--- config.mk ---
export PLATFORM = sky130hd
export DESIGN_NAME = sco_clock_control
export DESIGN_NICKNAME = d
export VERILOG_FILES = /design/src/sco_pkg.sv /design/src/sco_clock_control.sv
export SDC_FILE = /design/constraint.sdc
export NUM_CORES = 1
export LEC_CHECK = 0
export ABC_AREA = 0
export BUFFER_PORTS_ARGS = -buffer_cell sky130_fd_sc_hd__buf_2
export CELL_PAD_IN_SITES_DETAIL_PLACEMENT = 0
export CELL_PAD_IN_SITES_GLOBAL_PLACEMENT = 2
export CORE_MARGIN = 2
export CORE_UTILIZATION = 34
export DETAILED_ROUTE_END_ITERATION = 6
export HOLD_SLACK_MARGIN = 0.03
export PLACE_DENSITY = 0.94
export SETUP_SLACK_MARGIN = 0.2
export SLEW_MARGIN = 40
export SYNTH_ARGS = -nofsm -noshare
export SYNTH_HDL_FRONTEND = slang
export SYNTH_SLANG_ARGS = --single-unit
--- constraint.sdc ---
create_clock -name core_clk -period 4.2 [get_ports core_clk]
set_input_delay 0.21 -clock core_clk [delete_from_list [all_inputs] [get_ports core_clk]]
set_output_delay 0.21 -clock core_clk [all_outputs]
set_load 0.02 [all_outputs]
--- src/sco_pkg.sv ---
/*
 * Constants, register map and types for the system clock and oscillator control block.
 * Assumes a single 100 MHz core clock and a word-wide AHB-Lite register port.
 */
package sco_pkg;

   // ****************************************************************
   // Timing
   // ****************************************************************
   localparam int unsigned CLK_PERIOD_NS = 10;
   localparam int unsigned CNT_W = 12;
   localparam int unsigned FAST_RC_START_NS = 2000;
   localparam int unsigned HI_XTAL_START_NS = 10000;
   localparam int unsigned LO_XTAL_START_NS = 20000;
   localparam logic [CNT_W-1:0] FAST_RC_START_CYC =
      CNT_W'((FAST_RC_START_NS + CLK_PERIOD_NS - 1) / CLK_PERIOD_NS);
   localparam logic [CNT_W-1:0] HI_XTAL_START_CYC =
      CNT_W'((HI_XTAL_START_NS + CLK_PERIOD_NS - 1) / CLK_PERIOD_NS);
   localparam logic [CNT_W-1:0] LO_XTAL_START_CYC =
      CNT_W'((LO_XTAL_START_NS + CLK_PERIOD_NS - 1) / CLK_PERIOD_NS);
   localparam logic [CNT_W-1:0] CNT_ZERO = {CNT_W{1'b0}};
   localparam logic [CNT_W-1:0] CNT_ONE = CNT_W'(1);

   // ****************************************************************
   // Register map
   // ****************************************************************
   localparam logic [31:0] ADDR_SYSTEM_CLOCK_CONTROL = 32'h0000_0000;
   localparam logic [31:0] ADDR_INTERNAL_FAST_RC_CONTROL = 32'h0000_0004;
   localparam logic [31:0] ADDR_HIGH_CRYSTAL_CONTROL = 32'h0000_0008;
   localparam logic [31:0] ADDR_LOW_CRYSTAL_CONTROL = 32'h0000_000C;
   localparam logic [1:0] IDX_SYS = 2'h0;
   localparam logic [1:0] IDX_FAST = 2'h1;
   localparam logic [1:0] IDX_HIGH = 2'h2;
   localparam logic [1:0] IDX_LOW = 2'h3;
   localparam int unsigned HTRANS_ACTIVE_BIT = 1;

   // ****************************************************************
   // Field positions
   // ****************************************************************
   localparam int unsigned SEL_HI = 7;
   localparam int unsigned SEL_LO = 5;
   localparam int unsigned UNUSED_SYS_BIT = 4;
   localparam int unsigned HS_BIT = 3;
   localparam int unsigned LS_BIT = 2;
   localparam int unsigned KEEP_HI_BIT = 1;
   localparam int unsigned KEEP_LO_BIT = 0;
   localparam int unsigned FREQ_HI = 3;
   localparam int unsigned FREQ_LO = 2;
   localparam int unsigned MODE_BIT = 2;
   localparam int unsigned STABLE_BIT = 1;
   localparam int unsigned ENABLE_BIT = 0;

   // ****************************************************************
   // Codes and reset values
   // ****************************************************************
   localparam logic [2:0] SEL_LOW_SPEED = 3'h7;
   localparam logic [2:0] SEL_RST = 3'h0;
   localparam logic [1:0] FREQ_RST = 2'h0;
   localparam logic FAST_EN_RST = 1'b1;
   localparam logic BIT_RST = 1'b0;
   localparam logic [7:0] BYTE_ZERO = 8'h00;
   localparam logic [23:0] RDATA_PAD = 24'h00_0000;
   localparam int unsigned OSC_FAST = 0;
   localparam int unsigned OSC_HIGH = 1;
   localparam int unsigned OSC_LOW = 2;
   localparam int unsigned NUM_OSC = 3;

   typedef enum logic [2:0] {
      MODE_RUN = 3'b000,
      MODE_SLEEP = 3'b001,
      HALT_LOW_OSC_ONLY_MODE = 3'b010,
      HALT_BOTH_OSC_ON_MODE = 3'b011,
      HALT_HIGH_OSC_ONLY_MODE = 3'b100
   } sco_mode_t;

endpackage : sco_pkg
--- src/sco_clock_control.sv ---
/*
 * System clock select and oscillator control with four byte registers on AHB-Lite.
 * Assumes the halt and wake strobes and the pin-function level are synchronous to core_clk.
 */
`timescale 1ns/100ps

// What this block does
// Halt with both keeps: both oscillators run
// Halt high keep only: high oscillator runs
// Select field picks divider or low clock
// Bit 3 picks fast RC or crystal
// Bit 2 picks slow RC or crystal
// Bit 1 keeps high oscillator in halt
// Bit 0 keeps low oscillator in halt
// Bit 4 reads zero, ignores writes
// Two-bit code picks fast RC frequency
// New fast RC frequency applied once stable
// Fast RC enable or change clears stable
// Software matches fast RC to factory option
// Range bit picks crystal above 10MHz
// Range write ignored while crystal pins and high crystal enabled
// Software sets range before enabling crystal
// High crystal enable clears, then sets stable
// Bit 0 enables high crystal, resets 0
// Quick-start bit picks fast start or low power
// Quick-start frozen while low crystal clocks system
// Low crystal enable clears, then sets stable
// Bit 0 enables low crystal, resets 0
// Halt with no keeps: sleep, slow RC runs
// Halt low keep only: low oscillator runs
// Start-up counter per oscillator sets stable
// Clock mux switches only to stable source
module sco_clock_control
   import sco_pkg::*;
(
   input wire logic core_clk,
   input wire logic reset,
   input wire logic clkEn,
   input wire logic hsel,
   input wire logic [31:0] haddr,
   input wire logic [1:0] htrans,
   input wire logic hwrite,
   input wire logic [2:0] hsize,
   input wire logic [31:0] hwdata,
   input wire logic hready,
   output logic hreadyout,
   output logic hresp,
   output logic [31:0] hrdata,
   input wire logic haltReq,
   input wire logic wakeReq,
   input wire logic crystalPinsOn,
   output logic [2:0] sysclkSelect,
   output logic sysclkFromLow,
   output logic highSpeedSourceSelect,
   output logic lowSpeedSourceSelect,
   output logic [1:0] fastRcFreqOut,
   output logic fastRcRun,
   output logic highCrystalRun,
   output logic highCrystalRange,
   output logic lowCrystalRun,
   output logic lowCrystalQuickStart,
   output logic slowRcRun,
   output logic cpuClkOn,
   output logic sysClkOn,
   output logic highClkPeriphOn,
   output logic lowClkPeriphOn,
   output logic [2:0] haltMode
);

   // ****************************************************************
   // State
   // ****************************************************************
   typedef struct packed {
      logic [2:0] sel;
      logic hs;
      logic ls;
      logic keepHi;
      logic keepLo;
      logic [1:0] fastFreq;
      logic fastEn;
      logic hiRange;
      logic hiEn;
      logic loQuick;
      logic loEn;
      logic [NUM_OSC-1:0] stable;
      logic [NUM_OSC-1:0][CNT_W-1:0] cnt;
      logic [2:0] appSel;
      logic appHs;
      logic appLs;
      logic [1:0] fastFreqApp;
      sco_mode_t mode;
      logic dpValid;
      logic dpWrite;
      logic [1:0] dpIdx;
      logic [7:0] rdata;
   } sco_state_t;

   sco_state_t state_reg;
   sco_state_t state_next;

   // Low crystal is the running system clock
   function automatic logic lowXtalIsSys(input logic [2:0] sel, input logic ls);
      lowXtalIsSys = (sel == SEL_LOW_SPEED) && ls;
   endfunction : lowXtalIsSys

   logic addrHit;
   logic [1:0] addrIdx;
   logic [7:0] wb;
   logic wrSys;
   logic wrFast;
   logic wrHigh;
   logic wrLow;
   logic [NUM_OSC-1:0] oscEn;
   logic [NUM_OSC-1:0] restart;
   logic [NUM_OSC-1:0][CNT_W-1:0] startCyc;
   logic targetStable;

   // ****************************************************************
   // Address decode
   // ****************************************************************
   always_comb begin
      addrHit = 1'b1;
      addrIdx = IDX_SYS;
      if (haddr == ADDR_SYSTEM_CLOCK_CONTROL) begin
         addrIdx = IDX_SYS;
      end else if (haddr == ADDR_INTERNAL_FAST_RC_CONTROL) begin
         addrIdx = IDX_FAST;
      end else if (haddr == ADDR_HIGH_CRYSTAL_CONTROL) begin
         addrIdx = IDX_HIGH;
      end else if (haddr == ADDR_LOW_CRYSTAL_CONTROL) begin
         addrIdx = IDX_LOW;
      end else begin
         addrHit = 1'b0;
      end
   end

   assign startCyc[OSC_FAST] = FAST_RC_START_CYC;
   assign startCyc[OSC_HIGH] = HI_XTAL_START_CYC;
   assign startCyc[OSC_LOW] = LO_XTAL_START_CYC;

   // ****************************************************************
   // Next state
   // ****************************************************************
   always_comb begin
      state_next = state_reg;
      wb = hwdata[7:0];
      wrSys = state_reg.dpValid && state_reg.dpWrite && (state_reg.dpIdx == IDX_SYS);
      wrFast = state_reg.dpValid && state_reg.dpWrite && (state_reg.dpIdx == IDX_FAST);
      wrHigh = state_reg.dpValid && state_reg.dpWrite && (state_reg.dpIdx == IDX_HIGH);
      wrLow = state_reg.dpValid && state_reg.dpWrite && (state_reg.dpIdx == IDX_LOW);
      restart = '0;
      // unimplemented bit
      // system clock fields
      if (wrSys) begin
         state_next.sel = wb[SEL_HI:SEL_LO];
         state_next.hs = wb[HS_BIT];
         state_next.ls = wb[LS_BIT];
         state_next.keepHi = wb[KEEP_HI_BIT];
         state_next.keepLo = wb[KEEP_LO_BIT];
      end
      // fast RC fields and restart
      if (wrFast) begin
         state_next.fastFreq = wb[FREQ_HI:FREQ_LO];
         state_next.fastEn = wb[ENABLE_BIT];
         restart[OSC_FAST] = (wb[ENABLE_BIT] && !state_reg.fastEn)
            || (wb[FREQ_HI:FREQ_LO] != state_reg.fastFreq);
      end
      // high crystal enable
      if (wrHigh) begin
         state_next.hiEn = wb[ENABLE_BIT];
         restart[OSC_HIGH] = wb[ENABLE_BIT] && !state_reg.hiEn;
         // range write lock
         if (!(crystalPinsOn && state_reg.hiEn)) begin
            state_next.hiRange = wb[MODE_BIT];
         end
      end
      // low crystal enable
      if (wrLow) begin
         state_next.loEn = wb[ENABLE_BIT];
         restart[OSC_LOW] = wb[ENABLE_BIT] && !state_reg.loEn;
         // quick-start lock
         if (!lowXtalIsSys(state_reg.appSel, state_reg.appLs)) begin
            state_next.loQuick = wb[MODE_BIT];
         end
      end
      oscEn = {state_next.loEn, state_next.hiEn, state_next.fastEn};
      // start-up counters
      for (int i = 0; i < NUM_OSC; i++) begin
         if (!oscEn[i]) begin
            state_next.stable[i] = 1'b0;
            state_next.cnt[i] = CNT_ZERO;
         end else if (restart[i]) begin
            state_next.stable[i] = 1'b0;
            state_next.cnt[i] = startCyc[i];
         end else if (state_reg.cnt[i] != CNT_ZERO) begin
            state_next.cnt[i] = state_reg.cnt[i] - CNT_ONE;
            if (state_reg.cnt[i] == CNT_ONE) begin
               state_next.stable[i] = 1'b1;
            end
         end
      end
      // apply new fast RC frequency
      if (state_reg.stable[OSC_FAST]) begin
         state_next.fastFreqApp = state_reg.fastFreq;
      end
      // switch only to a stable source
      if (state_reg.sel == SEL_LOW_SPEED) begin
         targetStable = state_reg.ls ? state_reg.stable[OSC_LOW] : 1'b1;
      end else begin
         targetStable = state_reg.hs ? state_reg.stable[OSC_HIGH] : state_reg.stable[OSC_FAST];
      end
      if (targetStable) begin
         state_next.appSel = state_reg.sel;
         state_next.appHs = state_reg.hs;
         state_next.appLs = state_reg.ls;
      end
      // halt mode entry
      if (state_reg.mode == MODE_RUN) begin
         if (haltReq) begin
            case ({state_reg.keepHi, state_reg.keepLo})
               2'b11: state_next.mode = HALT_BOTH_OSC_ON_MODE;
               2'b10: state_next.mode = HALT_HIGH_OSC_ONLY_MODE;
               2'b01: state_next.mode = HALT_LOW_OSC_ONLY_MODE;
               default: state_next.mode = MODE_SLEEP;
            endcase
         end
      end else if (wakeReq) begin
         state_next.mode = MODE_RUN;
      end
      // Bus address phase
      state_next.dpValid = 1'b0;
      state_next.dpWrite = 1'b0;
      if (hsel && hready && htrans[HTRANS_ACTIVE_BIT]) begin
         state_next.dpValid = addrHit;
         state_next.dpWrite = hwrite;
         state_next.dpIdx = addrIdx;
         state_next.rdata = BYTE_ZERO;
         if (addrHit && !hwrite) begin
            case (addrIdx)
               IDX_SYS: begin
                  state_next.rdata[SEL_HI:SEL_LO] = state_next.sel;
                  state_next.rdata[HS_BIT] = state_next.hs;
                  state_next.rdata[LS_BIT] = state_next.ls;
                  state_next.rdata[KEEP_HI_BIT] = state_next.keepHi;
                  state_next.rdata[KEEP_LO_BIT] = state_next.keepLo;
               end
               IDX_FAST: begin
                  state_next.rdata[FREQ_HI:FREQ_LO] = state_next.fastFreq;
                  state_next.rdata[STABLE_BIT] = state_next.stable[OSC_FAST];
                  state_next.rdata[ENABLE_BIT] = state_next.fastEn;
               end
               IDX_HIGH: begin
                  state_next.rdata[MODE_BIT] = state_next.hiRange;
                  state_next.rdata[STABLE_BIT] = state_next.stable[OSC_HIGH];
                  state_next.rdata[ENABLE_BIT] = state_next.hiEn;
               end
               default: begin
                  state_next.rdata[MODE_BIT] = state_next.loQuick;
                  state_next.rdata[STABLE_BIT] = state_next.stable[OSC_LOW];
                  state_next.rdata[ENABLE_BIT] = state_next.loEn;
               end
            endcase
         end
      end
   end

   // ****************************************************************
   // Registers
   // ****************************************************************
   always_ff @(posedge core_clk or posedge reset) begin
      if (reset) begin
         state_reg <= '0;
         state_reg.sel <= SEL_RST;
         state_reg.fastFreq <= FREQ_RST;
         state_reg.fastEn <= FAST_EN_RST;
         state_reg.hiEn <= BIT_RST;
         state_reg.loEn <= BIT_RST;
         state_reg.cnt[OSC_FAST] <= FAST_RC_START_CYC;
         state_reg.appSel <= SEL_RST;
         state_reg.fastFreqApp <= FREQ_RST;
         state_reg.mode <= MODE_RUN;
      end else if (clkEn) begin
         state_reg <= state_next;
      end
   end

   // ****************************************************************
   // Outputs
   // ****************************************************************
   assign hreadyout = 1'b1;
   assign hresp = 1'b0;
   assign hrdata = {RDATA_PAD, state_reg.rdata};
   assign sysclkSelect = state_reg.appSel;
   assign sysclkFromLow = (state_reg.appSel == SEL_LOW_SPEED);
   assign highSpeedSourceSelect = state_reg.appHs;
   assign lowSpeedSourceSelect = state_reg.appLs;
   assign fastRcFreqOut = state_reg.fastFreqApp;
   // crystal mode bits
   assign highCrystalRange = state_reg.hiRange;
   assign lowCrystalQuickStart = state_reg.loQuick;
   assign haltMode = state_reg.mode;
   assign cpuClkOn = (state_reg.mode == MODE_RUN);
   assign highClkPeriphOn = (state_reg.mode == MODE_RUN)
      || (state_reg.mode == HALT_BOTH_OSC_ON_MODE)
      || (state_reg.mode == HALT_HIGH_OSC_ONLY_MODE);
   assign lowClkPeriphOn = (state_reg.mode == MODE_RUN)
      || (state_reg.mode == HALT_BOTH_OSC_ON_MODE)
      || (state_reg.mode == HALT_LOW_OSC_ONLY_MODE);
   assign sysClkOn = sysclkFromLow ? lowClkPeriphOn : highClkPeriphOn;
   assign fastRcRun = state_reg.fastEn && highClkPeriphOn;
   assign highCrystalRun = state_reg.hiEn && highClkPeriphOn;
   assign lowCrystalRun = state_reg.loEn && lowClkPeriphOn;
   // slow RC always on for the watchdog
   assign slowRcRun = 1'b1;

   // ****************************************************************
   // Checks
   // ****************************************************************
   a_unused_bit_zero: assert property (
      @(posedge core_clk) disable iff (reset)
      $past(state_reg.dpValid) |-> !hrdata[UNUSED_SYS_BIT])
      else $error("Unimplemented bit read as one");

   a_halt_both_on: assert property (
      @(posedge core_clk) disable iff (reset)
      (clkEn && haltReq && cpuClkOn && state_reg.keepHi && state_reg.keepLo)
      |=> (highClkPeriphOn && lowClkPeriphOn && !cpuClkOn))
      else $error("Halt with both keeps lost a clock");

   a_halt_high_only: assert property (
      @(posedge core_clk) disable iff (reset)
      (clkEn && haltReq && cpuClkOn && state_reg.keepHi && !state_reg.keepLo)
      |=> (highClkPeriphOn && !lowClkPeriphOn && !cpuClkOn))
      else $error("Halt with high keep wrong clocks");

   a_halt_low_only: assert property (
      @(posedge core_clk) disable iff (reset)
      (clkEn && haltReq && cpuClkOn && !state_reg.keepHi && state_reg.keepLo)
      |=> (!highClkPeriphOn && lowClkPeriphOn && !cpuClkOn))
      else $error("Halt with low keep wrong clocks");

   a_sleep_clocks: assert property (
      @(posedge core_clk) disable iff (reset)
      (state_reg.mode == MODE_SLEEP) |-> (!lowClkPeriphOn && !highClkPeriphOn && slowRcRun))
      else $error("Sleep clocks wrong");

   a_fast_restart: assert property (
      @(posedge core_clk) disable iff (reset)
      (clkEn && wrFast && state_next.fastEn && (wb[FREQ_HI:FREQ_LO] != state_reg.fastFreq))
      |=> !state_reg.stable[OSC_FAST] ##1 (state_reg.cnt[OSC_FAST] != CNT_ZERO || !clkEn))
      else $error("Fast RC stable not cleared on change");

   a_stable_count: assert property (
      @(posedge core_clk) disable iff (reset)
      $rose(state_reg.stable[OSC_HIGH]) |-> ($past(state_reg.cnt[OSC_HIGH]) == CNT_ONE))
      else $error("High crystal stable set early");

   a_range_locked: assert property (
      @(posedge core_clk) disable iff (reset)
      (clkEn && wrHigh && crystalPinsOn && state_reg.hiEn) |=> $stable(highCrystalRange))
      else $error("Range bit changed while locked");

   a_quick_locked: assert property (
      @(posedge core_clk) disable iff (reset)
      lowXtalIsSys(state_reg.appSel, state_reg.appLs) && $past(lowXtalIsSys(state_reg.appSel,
         state_reg.appLs)) |-> $stable(lowCrystalQuickStart))
      else $error("Quick start changed while low crystal clocks system");

   a_mux_stable: assert property (
      @(posedge core_clk) disable iff (reset)
      $changed(sysclkSelect) && !sysclkFromLow && !highSpeedSourceSelect
      |-> $past(state_reg.stable[OSC_FAST]))
      else $error("Switched to unstable fast RC");

   a_freq_apply: assert property (
      @(posedge core_clk) disable iff (reset)
      $changed(fastRcFreqOut) |-> $past(state_reg.stable[OSC_FAST]))
      else $error("Fast RC frequency applied before stable");

endmodule : sco_clock_control

* Word-level counts from Yosys, hierarchy flattened *
Index checks and enable logic that the tools add are counted.

storage, ports and cells
  logic and storage cells = 142
  output and inout port bits = 55
  flip-flop bits (word level) = 74
  bits of input ports = 78

cells by class
  multiplexer cells = 52
  add/sub/neg operators = 3
  equality and inequality tests = 24
  reduce and logical (&&, ||, !) cells = 39

operator list
  kind                     number
  $mux W12                 10
  $eq A32 B4 Y1 const B    2
  $eq A12 B1 Y1 const B    3
  $reduce_bool A12 Y1      3
  $sub A12 B1 Y12 const B  3
  $eq A32 B3 Y1 const B    1
  $logic_not A32 Y1        1
  $mux W1                  25
  $mux W3                  6
  $pmux W3 S3              2
  $logic_and A1 B1 Y1      16
  $mux W2                  6
  $reduce_and A2 Y1        6
  $eq A2 B2 Y1 const B     5
  $eq A3 B3 Y1 const B     3
  $ne A3 B1 Y1 const B     3
  $mux W7                  1
  $eq A2 B1 Y1 const B     3
  $eq A3 B2 Y1 const B     2
  $logic_not A1 Y1         4
  $logic_not A2 Y1         2
  $logic_or A1 B1 Y1       4
  $mux W4                  1
  $logic_not A3 Y1         1
  other kinds (5)          5

* Depth between registers and ports, before layout *
  depth after elaboration = 9
  gate-level depth with buffers = 8
  mapped depth without buffers = 7

* Least setup slack after synthesis *
OpenSTA, ideal clock, no wires.

  path type = reg-to-reg
  start = reg state_reg[34] in the netlist's numbering
  end = reg state_reg[40] in the netlist's numbering
  cell stages (with the launch flop) = 7
  required time = 4.135 ns
  path buffers = 0
  slack = 2.321 ns
  library setup time = 0.065 ns
  arrival time = 1.814 ns
  period minus slack after synthesis = 1.879 ns
  path through = dfrtp_1 > inv_1 > ha_1 > or3b_2 > or3_2 > a21oi_1 > o22a_1

on the way
  longest elaborated chain between the ends = 4
  elaborated cells between the ends (all ways) = 7
  classes of those cells = add/sub: 1; eq/ne: 1; mux: 3; reduce/logical: 2

ends and longest elaborated chain
  element                 line                      RTL
  start, declared         sco_clock_control.sv:98   sco_state_t state_reg;
  start signal, assigned  sco_clock_control.sv:283  state_reg <= state_next;
  $sub A12 B1 Y12         sco_clock_control.sv:196  state_next.cnt[i] = state_reg.cnt[i] - CNT_ONE;
  $mux W12                sco_clock_control.sv:195  end else if (state_reg.cnt[i] != CNT_ZERO) begin
  $mux W12                sco_clock_control.sv:192  end else if (restart[i]) begin
  $mux W12                sco_clock_control.sv:189  if (!oscEn[i]) begin

Several ways; a longest one is shown, not always the timed one. The select of a mux whose other input is x is not followed.
A chain may end at the register's enable or synchronous reset.

* Worst setup path in the final report *
  start = reg state_reg[8] in the netlist's numbering
  end = reg state_reg[56] in the netlist's numbering

on the way
  longest elaborated chain between the ends = 5
  elaborated cells between the ends (all ways) = 8
  classes of those cells = eq/ne: 2; mux: 4; reduce/logical: 2

ends and longest elaborated chain
  element                                                  line                      RTL
  $eq A2 B2 Y1 *                                           sco_clock_control.sv:150  wrLow = state_reg.dpValid && state_reg.dpWrite && (state_reg.dpIdx == IDX_LOW);
  $logic_and A1 B1 Y1 *                                    sco_clock_control.sv:150
  $mux W2 or $mux W1 (tied branches)                       sco_clock_control.sv:178  if (wrLow) begin
  $ne A3 B1 Y1 (no line) or $mux W12 (tied branches)       n/a
  $reduce_and A2 Y1 (no line) or $mux W12 (tied branches)  n/a

Mark *: on every way between the ends. The rest lies on a longest branch, timed or not.

==> metrics.md <==
| Metric | Value |
|---|---|
| Hold Fails Final Rpt | `0` |
| CP delay by family, top | `simple AND/OR/NAND/NOR gates` |
| Port bufs | `75` |
| Routability cong. | `0.857` |
| Design area | `5370 µm²` |
| Vias | `3,864` |
| Skew-Pair Late Insertion Delay | `0.34 ns` |
| Area of the multi-input gates | `2480 µm²` |
| # DRC | `0` |
| Reg2Reg Depth | `5` |
| Number of CTS-inserted buffers | `9` |
| Hold Path Sink | `state_reg[73]` |
| Worst VDD drop | `0.256 mV` |
| Filler cell count in the final layout | `1,445` |
| Pre-CTS setup slack | `2.04 ns` |
| Synth Register Bits | `74` |
| Routed len/inst | `15.3 µm` |
| Buf/Inv on CP | `0` |
| Largest stage delay on the critical path | `0.59 ns` |
| Die height | `123 µm` |
| # diodes | `0` |
| Post-Syn Area per Cell | `9.44 µm²` |
| Layout cells sized above 1 | `24.6%` |
| CP max FO | `11` |
| Worst endpoint required time | `4.48 ns` |
| CP Cell Sequence | `nand4_1, or3_1, and3_1, a31oi_1, o22a_1` |
| Via density | `5.19` |
| RR Endpoint | `state_reg[56]` |
| Fmax achieved | `0.472 GHz` |
| HP Start | `hwdata[6]` |
| Initial DRC Count | `271` |
| Site Rows | `43` |
| Crit path kind | `reg2reg` |
| Final Critical Period | `2.12 ns` |
| CTS H-tree lvls | `3` |
| Fin cells | `744` |
| Fin Clk Skew | `0.0107 ns` |
| Commonest non-fill, non-tap cell in the layout | `buf_2` |
| Synth Cell Area | `4770 µm²` |
| Grt total ovfl | `0` |
| Area Overhead vs Synth | `12.4%` |
| WP data arrival | `2.40 ns` |
| Critical path launch point type | `flip-flop` |
| TNS Setup | `0 ns` |
| Final nets | `649` |
| Detail Placement HPWL | `8410 µm` |
| DIE AREA | `15,000 µm²` |
| Worst Setup Slack, final | `2.08 ns` |
| Final Cycle Share | `50.5%` |
| Mapped Cells | `506` |
| RSZ-0062 raised after global routing | `false` |
| Slew margin rel. | `48.2%` |
| Clk slew on worst S/H paths | `0.06 ns` |
| Hold Path Class | `in2reg` |
| Vias in the first global route | `3,652` |
| Placeable Area | `13,800 µm²` |
| Post-synth ARST share | `100%` |
| Initial antenna violation count | `0` |
| Max FFs per register | `55` |
| Seq/Total Area, Yosys | `38.9%` |
| P per Cell Area | `542 nW/µm²` |
| Crit end category | `flip-flop` |
| Total power draw | `2.91 mW` |
| Total track usage | `16.0%` |
| Reg-to-reg startpoint | `state_reg[8]` |
| Pleak | `2.47 nW` |
| Synthesis Warnings | `0` |
| Worst slew pin tran | `0.771 ns` |
| Total clock sinks | `74` |
| Hold_ws | `0.123 ns` |
| Hold Path Cell Cnt | `2` |
| Dpl cell area | `5050 µm²` |
| CTS Root Cell | `clkbuf_16` |
| Commonest non-fill, non-tap cells in the layout | `75 x buf_2, 70 x dfrtp_1, 42 x nor2_1, 32 x a21oi_1, 32 x nand2_1` |
| Initial Utilization | `34.7%` |
| Main flop type after synthesis | `dfrtp_1` |
| Dpl cells | `727` |
| Pin count of the biggest net entering global routing | `42` |
| Global-route wire length before repair | `18,800 µm` |
| Netlist cell types | `76` |
| 1st-pass router iterations | `4` |
| Max clock buf depth | `2` |
| Routed Wire Length | `11,400 µm` |
| Max-slew violations | `0` |
| Die extent in x | `123 µm` |
| Final core occ | `39.0%` |
| Max-cap violations | `0` |
| R2r setup slk | `2.08 ns` |
| Remaining antenna violation count after routing | `0` |
| CTS tree | `built` |
| Top Ports | `133` |
| CP max stage cell | `or3_1` |
| Post-synth EDFFs | `0` |
| Final setup viols | `0` |
| Status | `completed` |
| Storage cell area | `1860 µm²` |
how the worst max path moves through the flow:
stage	start	to	slack [ns]	cells after the start
2_1_floorplan	reset	fastRcFreqOut[0]	2.12	1
3_3_place_gp	clkEn	hrdata[6]	2.07	5
3_5_place_dp	clkEn	hrdata[7]	2.04	5
4_1_cts	state_reg[8]	state_reg[56]	2.07	5
5_1_grt	state_reg[8]	state_reg[56]	1.90	5
6_report	state_reg[8]	state_reg[56]	2.08	5
cells in the mapped netlist, drive strengths merged (9+ instances only):
library cell / instances / area, µm²
nand3: 9 / 45.0
nand2: 32 / 120
nand4: 14 / 109
o22a: 13 / 114
nor3: 16 / 80.1
buf: 53 / 393
inv: 27 / 101
o21ai: 19 / 110
a21oi: 32 / 160
clkbuf: 9 / 45.0
ha: 12 / 150
dfrtp: 70 / 1750
a31oi: 11 / 68.8
mux2: 20 / 225
nor4: 14 / 121
nor2: 43 / 164
timing repair:
item	CTS	global route
buffers inserted	0	0
hold buffers	1	0
endpoints found under the hold margin	33	0
gates resized for setup	0	0
cells by family (layout without fill, tap and decap cells):
kind of cell,Yosys count,after routing,share of synthesized area [%]
xor gates and xnor gates,14,14,2.57
adders and majority gates,12,12,3.14
and+or+nand+nor,169,169,19.7
other,2,28,0.157
muxes,26,26,5.97
DFF,74,74,38.9
AOI/OAI and AO/OA,120,120,18.3
buffers and inverters,89,121,11.3
metal layers:
layer / vias up / part of all wire, % / GRT usage (%)
li1: 1882 / - / -
met1: 1908 / 47 / 21.2
met2: 65 / 49 / 25.8
met3: 9 / 3.4 / 4.18
met4: 0 / 0.72 / 4.24
met5: - / 0 / 0
layout make-up:
class	instances	area share, %
Clock buffer	10	4.45
Clock inverter	6	1.21
Inverter	27	1.91
Multi-Input combinational cell	369	46.2
Sequential cell	74	34.6
Tap cell	180	4.20
Timing Repair Buffer	78	7.46
worst register-to-register path, stage by stage, from the launching register on:
cell,delay [ns]
dfrtp_1,0.53
nand4_1,0.35
or3_1,0.59
and3_1,0.27
a31oi_1,0.17
o22a_1,0.14
power by group:
part           switching [mW]  internal (mW)
sequential              0.227          0.905
clock                   0.310          0.477
combinational           0.582          0.406
(Power assumes the default switching activity.)
